## src/logic/pasm_regs.vh

```
// Constants of the auxiliary status and mode register bank: offsets, field positions and reset values.
// Assumes it is included by its bare name from the design files of this bank.
`ifndef PASM_REGS_VH
`define PASM_REGS_VH

// Register indexes as printed, and byte addresses on the 32-bit register bus.
`define PASM_IDX_ERR_STATUS   8'h1c
`define PASM_IDX_AUX_MODE     8'h1d
`define PASM_ADDR_ERR_STATUS  8'h70
`define PASM_ADDR_AUX_MODE    8'h74
`define PASM_ADDR_PHY_CTRL    8'h78
`define PASM_ADDR_IRQ_STATUS  8'h80
`define PASM_ADDR_IRQ_CLEAR   8'h84
`define PASM_ADDR_IRQ_ENABLE  8'h88

// Error and general status fields.
`define PASM_ST_CODE_ERR      10
`define PASM_ST_EOF_ERR       9
`define PASM_ST_POLARITY      8
`define PASM_ST_REV_HI        7
`define PASM_ST_REV_LO        5
`define PASM_ST_AN_ENABLED    3
`define PASM_ST_FORCE_100     2
`define PASM_ST_SPEED_100     1
`define PASM_ST_FULL_DUPLEX   0

// Auxiliary mode fields and reset value.
`define PASM_MD_PHY_CONNECT   13
`define PASM_MD_ACT_LED_OFF   4
`define PASM_MD_LINK_LED_OFF  3
`define PASM_MD_IPG_SMOOTH    1
`define PASM_MD_WMASK         16'h201a
`define PASM_MD_RESET         16'h0000

// Shadow of the management control bits that steer negotiation and forced speed.
`define PASM_CT_AN_ENABLE     12
`define PASM_CT_SPEED_100     13
`define PASM_CT_WMASK         16'h3000
`define PASM_CT_RESET         16'h3000

// Interrupt event bits.
`define PASM_IRQ_WIDTH        3
`define PASM_IRQ_CODE_ERR     0
`define PASM_IRQ_EOF_ERR      1
`define PASM_IRQ_POL_CHANGE   2

// Inter-packet gap smoothing figures, in transmit symbol periods.
`define PASM_IPG_SHORT_MIN    3'h1
`define PASM_IPG_SHORT_MAX    3'h4
`define PASM_IPG_SAT          3'h5

// AXI response codes.
`define PASM_RESP_OKAY        2'h0
`define PASM_RESP_SLVERR      2'h2

`endif

```

## src/logic/pasm_ipg_smoother.v

```verilog
// Transmit gap smoother: stretches a short inter-packet gap by two idle symbols.
// Assumes transmit data and enable are on aclk and advance on the symbol enable pulse.
`timescale 1ns/100ps
`default_nettype none
`include "pasm_regs.vh"

module pasm_ipg_smoother #(
  parameter DATA_W = 2
) (
  // Clock and reset.
  input  wire              aclk,
  input  wire              aresetn,
  // Control.
  input  wire              smooth_enable,
  input  wire              symbol_strobe,
  // Transmit stream from the controller.
  input  wire              tx_en_in,
  input  wire [DATA_W-1:0] txd_in,
  // Transmit stream toward the encoder.
  output reg               tx_en_out,
  output reg  [DATA_W-1:0] txd_out
);

  reg  [2:0]        gap_q;
  reg               delay_q;
  reg  [1:0]        sh_en_q;
  reg  [DATA_W-1:0] sh_d0_q;
  reg  [DATA_W-1:0] sh_d1_q;
  wire              start_w;
  wire              short_w;
  reg               delay_d;

  // A packet starts at its first enabled symbol; a gap of one to four idle symbols is short.
  assign start_w = tx_en_in & ~sh_en_q[0];
  assign short_w = (gap_q >= `PASM_IPG_SHORT_MIN) & (gap_q <= `PASM_IPG_SHORT_MAX);

  // The delayed path is taken at a short gap and left once the pipe has drained.
  always @*
  begin
    delay_d = delay_q;
    if (start_w & short_w & smooth_enable)
      delay_d = 1'b1;
    else if (~tx_en_in & ~sh_en_q[0] & ~sh_en_q[1])
      delay_d = 1'b0;
  end

  // Gap counter, two-symbol pipe and output select, all stepped per symbol.
  always @(posedge aclk)
  begin
    if (!aresetn)
    begin
      gap_q     <= 3'h0;
      delay_q   <= 1'b0;
      sh_en_q   <= 2'h0;
      sh_d0_q   <= {DATA_W{1'b0}};
      sh_d1_q   <= {DATA_W{1'b0}};
      tx_en_out <= 1'b0;
      txd_out   <= {DATA_W{1'b0}};
    end
    else if (symbol_strobe)
    begin
      if (tx_en_in)
        gap_q <= 3'h0;
      else if (gap_q != `PASM_IPG_SAT)
        gap_q <= gap_q + 3'h1;
      delay_q <= delay_d;
      sh_en_q <= {sh_en_q[0], tx_en_in};
      sh_d0_q <= txd_in;
      sh_d1_q <= sh_d0_q;
      // Two-symbol-old data on the delayed path yields two inserted idles.
      if (delay_d)
      begin
        tx_en_out <= sh_en_q[1];
        txd_out   <= sh_d1_q;
      end
      else
      begin
        tx_en_out <= tx_en_in;
        txd_out   <= txd_in;
      end
    end
  end

endmodule
`default_nettype wire

```

## src/logic/pasm_regs_top.v

```verilog
// Auxiliary error/general status and auxiliary mode registers of one transceiver port, on AXI4-Lite.
// Assumes the receive decoder, polarity detector and LED sources run on aclk; strap pins are asynchronous.
//
// Register access over AXI4-Lite is this design's own decision.
`timescale 1ns/100ps
`default_nettype none
`include "pasm_regs.vh"

module pasm_regs_top #(
  parameter       DATA_W   = 2,
  parameter [2:0] REVISION = 3'h2 // Arbitrary value.
) (
  // Clock and reset.
  input  wire              aclk,
  input  wire              aresetn,
  // AXI4-Lite write address channel.
  input  wire [7:0]        s_axi_awaddr,
  input  wire              s_axi_awvalid,
  output wire              s_axi_awready,
  // AXI4-Lite write data channel.
  input  wire [31:0]       s_axi_wdata,
  input  wire [3:0]        s_axi_wstrb,
  input  wire              s_axi_wvalid,
  output wire              s_axi_wready,
  // AXI4-Lite write response channel.
  output reg  [1:0]        s_axi_bresp,
  output reg               s_axi_bvalid,
  input  wire              s_axi_bready,
  // AXI4-Lite read address channel.
  input  wire [7:0]        s_axi_araddr,
  input  wire              s_axi_arvalid,
  output wire              s_axi_arready,
  // AXI4-Lite read data channel.
  output reg  [31:0]       s_axi_rdata,
  output reg  [1:0]        s_axi_rresp,
  output reg               s_axi_rvalid,
  input  wire              s_axi_rready,
  // Strap pins, asynchronous.
  input  wire              negotiation_enable_pin,
  input  wire              forced_speed_select_pin,
  // Receive-side events and line state from the port logic.
  input  wire              code_violation_event,
  input  wire              frame_end_error_event,
  input  wire              polarity_inverted,
  input  wire              speed_is_100,
  input  wire              negotiation_in_progress,
  input  wire              full_duplex_active,
  // Segmentation setting from the shared configuration.
  input  wire              segmentation_enable,
  // LED sources, active high.
  input  wire              activity_led_src,
  input  wire              link_led_src,
  // Transmit stream.
  input  wire              transmit_symbol_clock,
  input  wire              tx_en_in,
  input  wire [DATA_W-1:0] txd_in,
  output wire              tx_en_out,
  output wire [DATA_W-1:0] txd_out,
  // Port outputs.
  output wire              rx_error,
  output reg               rmii_connect,
  output reg               activity_led_n,
  output reg               link_led_n,
  output wire              irq
);

  reg         an_pin_s1_q;
  reg         an_pin_s2_q;
  reg         fs_pin_s1_q;
  reg         fs_pin_s2_q;
  reg         code_err_q;
  reg         eof_err_q;
  reg         pol_prev_q;
  reg  [15:0] mode_q;
  reg  [15:0] ctrl_q;
  reg  [2:0]  irq_st_q;
  reg  [2:0]  irq_en_q;
  reg         aw_hold_q;
  reg  [7:0]  aw_addr_q;
  reg         w_hold_q;
  reg  [31:0] w_data_q;
  reg  [3:0]  w_strb_q;
  wire        do_write;
  wire        do_read;
  wire [15:0] status_w;
  wire [15:0] wmask_w;
  wire [2:0]  irq_event_w;
  wire        an_enabled_w;
  wire        speed_forced_10_w;
  reg  [31:0] rdata_d;
  reg  [1:0]  rresp_d;
  reg         clr_err_d;
  reg  [2:0]  irq_clr_d;

  // Strap pins pass two flip-flops before any logic reads them.
  always @(posedge aclk)
  begin
    if (!aresetn)
    begin
      an_pin_s1_q <= 1'b0;
      an_pin_s2_q <= 1'b0;
      fs_pin_s1_q <= 1'b0;
      fs_pin_s2_q <= 1'b0;
    end
    else
    begin
      an_pin_s1_q <= negotiation_enable_pin;
      an_pin_s2_q <= an_pin_s1_q;
      fs_pin_s1_q <= forced_speed_select_pin;
      fs_pin_s2_q <= fs_pin_s1_q;
    end
  end

  // Negotiation and forced-speed indications derived from pins and control bits.
  assign an_enabled_w      = ctrl_q[`PASM_CT_AN_ENABLE] & an_pin_s2_q;
  assign speed_forced_10_w = (~an_pin_s2_q & ~fs_pin_s2_q) |
                             (~ctrl_q[`PASM_CT_AN_ENABLE] & ~ctrl_q[`PASM_CT_SPEED_100]);

  // Status word as software reads it; reserved bits read zero.
  assign status_w = {5'h00,
                     code_err_q,
                     eof_err_q,
                     polarity_inverted,
                     REVISION,
                     1'b0,
                     an_enabled_w,
                     ~speed_forced_10_w,
                     speed_is_100 & ~negotiation_in_progress,
                     full_duplex_active};

  // Error events reach the controller in the cycle they occur; polarity inversion never does.
  assign rx_error = code_violation_event | frame_end_error_event;

  // Latched-high error flags; an event in the clearing cycle wins over the clear.
  always @(posedge aclk)
  begin
    if (!aresetn)
    begin
      code_err_q <= 1'b0;
      eof_err_q  <= 1'b0;
    end
    else
    begin
      code_err_q <= (code_err_q & ~clr_err_d) | code_violation_event;
      eof_err_q  <= (eof_err_q & ~clr_err_d) | frame_end_error_event;
    end
  end

  // Interrupt events: the two errors and a change of receive polarity.
  assign irq_event_w[`PASM_IRQ_CODE_ERR]   = code_violation_event;
  assign irq_event_w[`PASM_IRQ_EOF_ERR]    = frame_end_error_event;
  assign irq_event_w[`PASM_IRQ_POL_CHANGE] = polarity_inverted ^ pol_prev_q;

  // Sticky interrupt status with set over clear, and its level output.
  always @(posedge aclk)
  begin
    if (!aresetn)
    begin
      irq_st_q   <= 3'h0;
      pol_prev_q <= 1'b0;
    end
    else
    begin
      irq_st_q   <= (irq_st_q & ~irq_clr_d) | irq_event_w;
      pol_prev_q <= polarity_inverted;
    end
  end

  assign irq = |(irq_st_q & irq_en_q);

  // Write address and data are taken independently and held until the write is done.
  assign s_axi_awready = ~aw_hold_q & ~s_axi_bvalid;
  assign s_axi_wready  = ~w_hold_q & ~s_axi_bvalid;
  assign do_write      = aw_hold_q & w_hold_q & ~s_axi_bvalid;

  // Read address is taken only while no read answer is pending.
  assign s_axi_arready = ~s_axi_rvalid;
  assign do_read       = s_axi_arvalid & s_axi_arready;

  // Byte lanes 0 and 1 carry the 16-bit registers.
  assign wmask_w = {{8{w_strb_q[1]}}, {8{w_strb_q[0]}}};

  // Read decode; a status read also requests clearing its latched flags.
  always @*
  begin
    rdata_d   = 32'h0000_0000;
    rresp_d   = `PASM_RESP_OKAY;
    clr_err_d = 1'b0;
    case (s_axi_araddr)
      `PASM_ADDR_ERR_STATUS:
      begin
        rdata_d   = {16'h0000, status_w};
        clr_err_d = do_read;
      end
      `PASM_ADDR_AUX_MODE:   rdata_d = {16'h0000, mode_q};
      `PASM_ADDR_PHY_CTRL:   rdata_d = {16'h0000, ctrl_q};
      `PASM_ADDR_IRQ_STATUS: rdata_d = {29'h0000_0000, irq_st_q};
      `PASM_ADDR_IRQ_CLEAR:  rdata_d = 32'h0000_0000;
      `PASM_ADDR_IRQ_ENABLE: rdata_d = {29'h0000_0000, irq_en_q};
      default:               rresp_d = `PASM_RESP_SLVERR;
    endcase
  end

  // Write-one-to-clear strobe for the interrupt status.
  always @*
  begin
    irq_clr_d = 3'h0;
    if (do_write && (aw_addr_q == `PASM_ADDR_IRQ_CLEAR) && w_strb_q[0])
      irq_clr_d = w_data_q[2:0];
  end

  // Write channel handshakes, register updates and response.
  always @(posedge aclk)
  begin
    if (!aresetn)
    begin
      aw_hold_q    <= 1'b0;
      aw_addr_q    <= 8'h00;
      w_hold_q     <= 1'b0;
      w_data_q     <= 32'h0000_0000;
      w_strb_q     <= 4'h0;
      s_axi_bvalid <= 1'b0;
      s_axi_bresp  <= `PASM_RESP_OKAY;
      mode_q       <= `PASM_MD_RESET;
      ctrl_q       <= `PASM_CT_RESET;
      irq_en_q     <= 3'h0;
    end
    else
    begin
      if (s_axi_awvalid && s_axi_awready)
      begin
        aw_hold_q <= 1'b1;
        aw_addr_q <= s_axi_awaddr;
      end
      if (s_axi_wvalid && s_axi_wready)
      begin
        w_hold_q <= 1'b1;
        w_data_q <= s_axi_wdata;
        w_strb_q <= s_axi_wstrb;
      end
      if (do_write)
      begin
        aw_hold_q    <= 1'b0;
        w_hold_q     <= 1'b0;
        s_axi_bvalid <= 1'b1;
        s_axi_bresp  <= `PASM_RESP_OKAY;
        case (aw_addr_q)
          // Only the defined mode bits are writable; the revision has no write path.
          `PASM_ADDR_AUX_MODE:
            mode_q <= (mode_q & ~(wmask_w & `PASM_MD_WMASK)) |
                      (w_data_q[15:0] & wmask_w & `PASM_MD_WMASK);
          `PASM_ADDR_PHY_CTRL:
            ctrl_q <= (ctrl_q & ~(wmask_w & `PASM_CT_WMASK)) |
                      (w_data_q[15:0] & wmask_w & `PASM_CT_WMASK);
          `PASM_ADDR_IRQ_ENABLE:
            if (w_strb_q[0])
              irq_en_q <= w_data_q[2:0];
          `PASM_ADDR_ERR_STATUS:  s_axi_bresp <= `PASM_RESP_OKAY;
          `PASM_ADDR_IRQ_STATUS:  s_axi_bresp <= `PASM_RESP_OKAY;
          `PASM_ADDR_IRQ_CLEAR:   s_axi_bresp <= `PASM_RESP_OKAY;
          default:                s_axi_bresp <= `PASM_RESP_SLVERR;
        endcase
      end
      else if (s_axi_bvalid && s_axi_bready)
        s_axi_bvalid <= 1'b0;
    end
  end

  // Read answer is captured at the address handshake, before the flags clear.
  always @(posedge aclk)
  begin
    if (!aresetn)
    begin
      s_axi_rvalid <= 1'b0;
      s_axi_rdata  <= 32'h0000_0000;
      s_axi_rresp  <= `PASM_RESP_OKAY;
    end
    else if (do_read)
    begin
      s_axi_rvalid <= 1'b1;
      s_axi_rdata  <= rdata_d;
      s_axi_rresp  <= rresp_d;
    end
    else if (s_axi_rvalid && s_axi_rready)
      s_axi_rvalid <= 1'b0;
  end

  // Port connection and LED drive; a disabled LED stays dark (high).
  always @(posedge aclk)
  begin
    if (!aresetn)
    begin
      rmii_connect   <= 1'b1;
      activity_led_n <= 1'b1;
      link_led_n     <= 1'b1;
    end
    else
    begin
      rmii_connect   <= segmentation_enable ? mode_q[`PASM_MD_PHY_CONNECT] : 1'b1;
      activity_led_n <= ~(activity_led_src & ~mode_q[`PASM_MD_ACT_LED_OFF]);
      link_led_n     <= ~(link_led_src & ~mode_q[`PASM_MD_LINK_LED_OFF]);
    end
  end

  // Transmit path through the gap smoother.
  pasm_ipg_smoother #(
    .DATA_W (DATA_W)
  ) u_smoother (
    .aclk          (aclk),
    .aresetn       (aresetn),
    .smooth_enable (mode_q[`PASM_MD_IPG_SMOOTH]),
    .symbol_strobe (transmit_symbol_clock),
    .tx_en_in      (tx_en_in),
    .txd_in        (txd_in),
    .tx_en_out     (tx_en_out),
    .txd_out       (txd_out)
  );

endmodule
`default_nettype wire

```

## config.mk

```make
export PLATFORM = sky130hd
export DESIGN_NAME = pasm_regs_top
export DESIGN_NICKNAME = d
export VERILOG_FILES = /design/src/logic/pasm_ipg_smoother.v /design/src/logic/pasm_regs_top.v
export VERILOG_INCLUDE_DIRS = /design/src /design/src/logic
export SDC_FILE = /design/constraint.sdc
export NUM_CORES = 1
export LEC_CHECK = 0
export ABC_AREA = 1
export BUFFER_PORTS_ARGS = -buffer_cell sky130_fd_sc_hd__buf_2
export CORE_ASPECT_RATIO = 0.75
export CORE_MARGIN = 4
export CORE_UTILIZATION = 49
export DETAILED_ROUTE_END_ITERATION = 6
export PLACE_DENSITY = 0.81
export SYNTH_ARGS = -nofsm -noshare
export SYNTH_HDL_FRONTEND = slang
export SYNTH_HIERARCHICAL = 1
export SYNTH_SLANG_ARGS = --single-unit
export TNS_END_PERCENT = 5
```

## constraint.sdc

```tcl
create_clock -name aclk -period 1.3 [get_ports aclk]
set_input_delay 0.26 -clock aclk [delete_from_list [all_inputs] [get_ports aclk]]
set_output_delay 0.26 -clock aclk [all_outputs]
set_load 0.02 [all_outputs]
```

==> results of run 1 <==
registers in the layout, indices dropped and copies added, names as in the netlist, 2 cells and up, named ones only:
| register | flops |
|---|---|
| s_axi_rdata | 11 |
| aw_addr_q | 8 |
| w_data_q | 7 |
| irq_en_q | 3 |
| irq_st_q | 3 |
| u_smoother/gap_q | 3 |
| u_smoother/sh_d0_q | 2 |
| u_smoother/sh_d1_q | 2 |
| u_smoother/sh_en_q | 2 |
| u_smoother/txd_out | 2 |
| w_strb_q | 2 |
Yosys cell counts (2+ instances only):
library cell,count
nor2_1,69
buf_2,3
ha_1,3
nand2_1,64
clkinv_2,2
clkbuf_1,4
nand3_2,2
nand2_4,3
nand2_2,4
nand3b_1,2
o21ai_1,9
a21oi_1,27
nor2_2,7
inv_2,5
nand4_1,4
nor2_4,5
o211ai_1,2
dfxtp_1,69
nand3_1,38
o21ai_0,27
inv_1,43
buf_4,25
o21ai_2,2
repair_timing:
action | CTS | global route
gates cloned | 0 | 0
setup endpoints to repair | 2 | 27
setup buffers | 0 | 0
gates resized for setup | 2 | 16
pin swaps | 0 | 2
worst paths after layout:
kind,to,slack [ns],depth (start not counted)
worst min-delay path,activity_led_n,0.10,2
worst max register to register,u_smoother/gap_q[0],0.04,8
worst max-delay path,irq,0.04,3
worst min register to register,fs_pin_s2_q,0.42,2
through the flow:
stage	hold slack [ns]	setup TNS, ns	cells	utilization	total power (W)
floorplan	0.343	-0.335	450	-	0.00283
global placement	0.410	0	576	0.562	0.00296
detailed placement	0.402	0	576	0.562	0.00298
CTS	0.0849	0	592	0.604	0.00517
global route	0.0874	-0.259	592	0.609	0.00539
finish	0.101	0	592	0.609	0.00513
area by class of cell:
cell class              count  share of cell area
clock buffers              13              0.0441
clock inverters             3              0.0235
inverters                  50              0.0496
multi-input cells         298               0.386
flip-flops and latches     69               0.363
well taps                  81              0.0265
repair buffers             78               0.107
layer usage:
metal | routed length (um) | GRT usage | vias up
met4 | 40 | 0.0511 | 0
met2 | 3170 | 0.296 | 92
met1 | 3060 | 0.243 | 1281
li1 | - | - | 1481
met3 | 575 | 0.0629 | 6
met5 | 0 | 0 | -
critical path, delay by kind of cell (launching register included):
family	cells	cell delay, ns
simple gates	2	0.15
buf+inv	1	0.15
flops	1	0.36
cells by family after synthesis:
| kind of cell | after synthesis | synth area share |
|---|---|---|
| other cells | 1 | 0.00118 |
| compound gates | 71 | 0.120 |
| simple gates | 200 | 0.297 |
| fa+ha+maj | 3 | 0.0119 |
| flops | 69 | 0.436 |
| xor+xnor | 1 | 0.00277 |
| buf+inv | 83 | 0.130 |
where the power goes:
group | internal (W) | leakage [nW] | switching [W] | total [W]
clock network | 0.00143 | 0.130 | 0.000749 | 0.00218
logic | 0.000216 | 1.19 | 0.000422 | 0.000639
registers | 0.00224 | 0.571 | 0.0000752 | 0.00231
total | 0.00389 | 1.89 | 0.00125 | 0.00513
==> results.sh, run 1 <==
export IMPL_setup_viol=0
export IMPL_yosys_area_top_type="dfxtp_1"
export IMPL_fin_nets=583
export IMPL_clock_latency_ns=0.34
export IMPL_grt_ovfl_total=0
export IMPL_holdBufCountCts=0
export IMPL_r2r_start="u_smoother/gap_q[1]"
export IMPL_start_util=0.503
export IMPL_grt_pass1_wl_um=11800
export IMPL_path_cells="nand2_1, nand3_1, buf_4"
export IMPL_vias=2860
export IMPL_synth_edf_count=0
export IMPL_wl_per_cell_um=11.6
export IMPL_synth_top_area_frac=0.436
export IMPL_htreeDepth=3
export IMPL_status="completed"
export IMPL_drt_wl_total_um=6850
export IMPL_maxCapViolations=0
export IMPL_ys_warn_count=6
export IMPL_drive_gt1_frac=0.278
export IMPL_min_period_ns=1.26
export IMPL_grtUsageTotal=0.187
export IMPL_critPathMaxStageDelay_ns=0.36
export IMPL_ys_top_cells_by_area="dfxtp_1, nor2_1, nand2_1"
export IMPL_mostFrequentLayoutCells="buf_2, nor2_1, nand2_1"
export IMPL_post_place_ws_ns=0.0259
export IMPL_drt_iter0_drc=168
export IMPL_synth_ff_latch_count=69
export IMPL_end_kind="primary output"
export IMPL_netlist_area_um2=3170
export IMPL_rsz0062_at_grt="true"
export IMPL_clock_sinks=69
export IMPL_diodes=0
export IMPL_power_leakage_nw=1.89
export IMPL_syn_to_final_growth_pct=21.0
export IMPL_fin_skew_ns=0.00680
export IMPL_drt_pass1_iter_count=4
export IMPL_place_gp_congestion=0.853
export IMPL_ys_seq_area_frac=0.436
export IMPL_fp_dieW_um=101
export IMPL_critical_path_class="register to primary output"
export IMPL_portBuffers=72
export IMPL_antenna_found_initial=0
export IMPL_die_area_um2=7820
export IMPL_ant_nets=0
export IMPL_core_um2=6290
export IMPL_crit_fanout=3
export IMPL_hp_class="input pin to register"
export IMPL_clock_fmax_mhz=794
export IMPL_synth_main_ff_cell="dfxtp_1"
export IMPL_avgSynthCellArea_um2=7.40
export IMPL_clk_pin_slew_worst_paths_ns=0.07
export IMPL_hold_viol=0
export IMPL_final_area_um2=3830
export IMPL_fin_crit_sh=0.968
export IMPL_startpoint="irq_st_q[0]"
export IMPL_drc=0
export IMPL_drv_slew=0
export IMPL_slowest_stage="dfxtp_1"
export IMPL_syn_inst=428
export IMPL_final_common_cell="buf_2"
export IMPL_postLayoutSetupSlackWorst_ns=0.0413
export IMPL_p_per_area_nw_per_um2=1340
export IMPL_grt_pass1_vias=2651
export IMPL_cts_buffer_depth=2
export IMPL_clockRootBuffer="clkbuf_8"
export IMPL_place_area_um2=3530
export IMPL_ys_async_sr_fraction=0
export IMPL_ff_latch_area_um2=1390
export IMPL_holdCritStartpoint="activity_led_src"
export IMPL_yosys_cell_types_count=32
export IMPL_viasPerCell=4.83
export IMPL_start_kind="register"
export IMPL_ir_drop_uv=725
export IMPL_worstPathArrival_ns=1.00
export IMPL_hpwl_um=5260
export IMPL_nFillCells=573
export IMPL_die_h_um=77.6
export IMPL_required_ns=1.04
export IMPL_cts_inserted_buffers=9
export IMPL_ios=123
export IMPL_core_rowCount=25
export IMPL_grt_max_degree=20
export IMPL_multi_input_area_um2=1480
export IMPL_tritoncts="built"
Power figures use the tool's default switching activity.
==> inputs of run 2 (changes only) <==
GPL_TIMING_DRIVEN = 0   (was unset)
==> run 2 against run 1 <==
Compared with the run above: count of clock-buffer cells in the layout decreased by 4; maximum frequency is 0.71% lower; flip-flop and latch count did not move; non-clock buffer count is 29 higher.
==> results.sh, run 2 (same netlist as run 1, synthesis figures left out) <==
export IMPL_status="completed"
export IMPL_hp_class="input pin to register"
export IMPL_power_leakage_nw=1.99
export IMPL_min_period_ns=1.27
export IMPL_clock_fmax_mhz=789
export IMPL_cts_inserted_buffers=9
export IMPL_largest_reg_flops=11
export IMPL_ir_drop_uv=665
export IMPL_drt_iter0_drc=124
export IMPL_diodes=0
export IMPL_grt_pass1_vias=2854
export IMPL_core_um2=6290
export IMPL_path_cells="nand2_1, nand3_1, buf_4"
export IMPL_fin_crit_sh=0.975
export IMPL_post_place_ws_ns=-0.0527
export IMPL_worstPathArrival_ns=1.01
export IMPL_required_ns=1.04
export IMPL_crit_fanout=3
export IMPL_fin_skew_ns=0.0110
export IMPL_critical_path_class="register to primary output"
export IMPL_start_util=0.503
export IMPL_p_total_w=0.00464
export IMPL_drive_gt1_frac=0.319
export IMPL_rsz0062_at_grt="true"
export IMPL_place_gp_congestion=0.845
export IMPL_htreeDepth=3
export IMPL_grtUsageTotal=0.199
export IMPL_antenna_found_initial=0
export IMPL_drt_wl_total_um=7540
export IMPL_final_util=0.635
export IMPL_clk_pin_slew_worst_paths_ns=0.08
export IMPL_top_regs="s_axi_rdata (11), aw_addr_q (8), w_data_q (7)"
export IMPL_maxCapViolations=0
export IMPL_regMostFlops="s_axi_rdata"
export IMPL_setup_viol=0
export IMPL_grt_ovfl_total=0
export IMPL_final_common_cell="buf_2"
export IMPL_clock_latency_ns=0.36
export IMPL_drt_pass1_iter_count=4
export IMPL_critPathMaxStageDelay_ns=0.34
export IMPL_portBuffers=71
export IMPL_mostFrequentLayoutCells="buf_2, nor2_1, dfxtp_1"
export IMPL_start_kind="register"
export IMPL_hold_viol=0
export IMPL_fp_dieW_um=101
export IMPL_clock_sinks=69
export IMPL_vias=2991
export IMPL_die_h_um=77.6
export IMPL_core_rowCount=25
export IMPL_slowest_stage="dfxtp_2"
export IMPL_holdBufCountCts=0
export IMPL_ios=123
export IMPL_ant_nets=0
export IMPL_drv_slew=0
export IMPL_viasPerCell=4.82
export IMPL_fin_nets=612
export IMPL_die_area_um2=7820
export IMPL_p_per_area_nw_per_um2=1160
export IMPL_drc=0
export IMPL_postLayoutSetupSlackWorst_ns=0.0323
export IMPL_end_kind="primary output"
export IMPL_cts_buffer_depth=2
export IMPL_whs_ns=0.0896
export IMPL_wl_per_cell_um=12.1
export IMPL_grt_pass1_wl_um=12400
export IMPL_hpwl_um=5670
export IMPL_clockRootBuffer="clkbuf_8"
export IMPL_grt_max_degree=15
export IMPL_tritoncts="built"
export IMPL_syn_to_final_growth_pct=26.2
export IMPL_setup_tns_final_ns=0
-- run 2: changes by cell type in the layout (fill, tap and decap cells not counted), sizes merged --
| cell | delta |
|---|---|
| inv | +2 |
| clkbuf | +1 |
| buf | +24 |
| bufinv | -3 |
| clkinv | +3 |
| clkinvlp | +2 |
-- run 2: what timing repair did --
| item | 4_1_cts | 5_1_grt |
|---|---|---|
| setup endpoints to repair | 5 | 15 |
| pin swaps | 1 | 4 |
| gates resized for setup | 7 | 23 |
| buffers inserted | 2 | 1 |
-- run 2: critical path, delay by kind of cell, from the launching register on --
family	cells	cell delay, ns
simple gates	2	0.14
flops	1	0.34
buf+inv	1	0.16
-- run 2: final timing paths --
path / startpoint / end / slack, ns / depth (start not counted)
min: forced_speed_select_pin / fs_pin_s1_q / 0.09 / 3
max: irq_st_q[1] / irq / 0.03 / 3
min reg2reg: an_pin_s1_q / an_pin_s2_q / 0.43 / 2
max reg2reg: u_smoother/gap_q[1] / u_smoother/txd_out[1] / 0.04 / 10
-- run 2: layout make-up --
class,instances,area [um2]
well taps,81,101
fillers,586,2290
repair buffers,74,387
flip-flops and latches,69,1390
plain buffers,33,223
clock inverters,7,58.8
clock buffers,9,124
multi-input cells,298,1510
inverters,50,193
-- run 2: where the power goes --
part | total (W) | internal (W) | switching (W)
clock network | 0.00161 | 0.000713 | 0.000896
logic | 0.000715 | 0.000269 | 0.000445
registers | 0.00231 | 0.00224 | 0.0000795
total | 0.00464 | 0.00322 | 0.00142
-- run 2: metal layers --
layer	GRT usage	vias up	wire length (um)
li1	-	1532	-
met4	0.0673	0	140
met3	0.0755	16	557
met5	0	-	0
met2	0.314	102	3530
met1	0.250	1341	3320
-- run 2: metrics by stage --
stage          instances  cell area, um2
6_report             621            3990
5_1_grt              621            3990
4_1_cts              620            3920
3_5_place_dp         602            3710
3_3_place_gp         602            3710
2_1_floorplan        450            3250
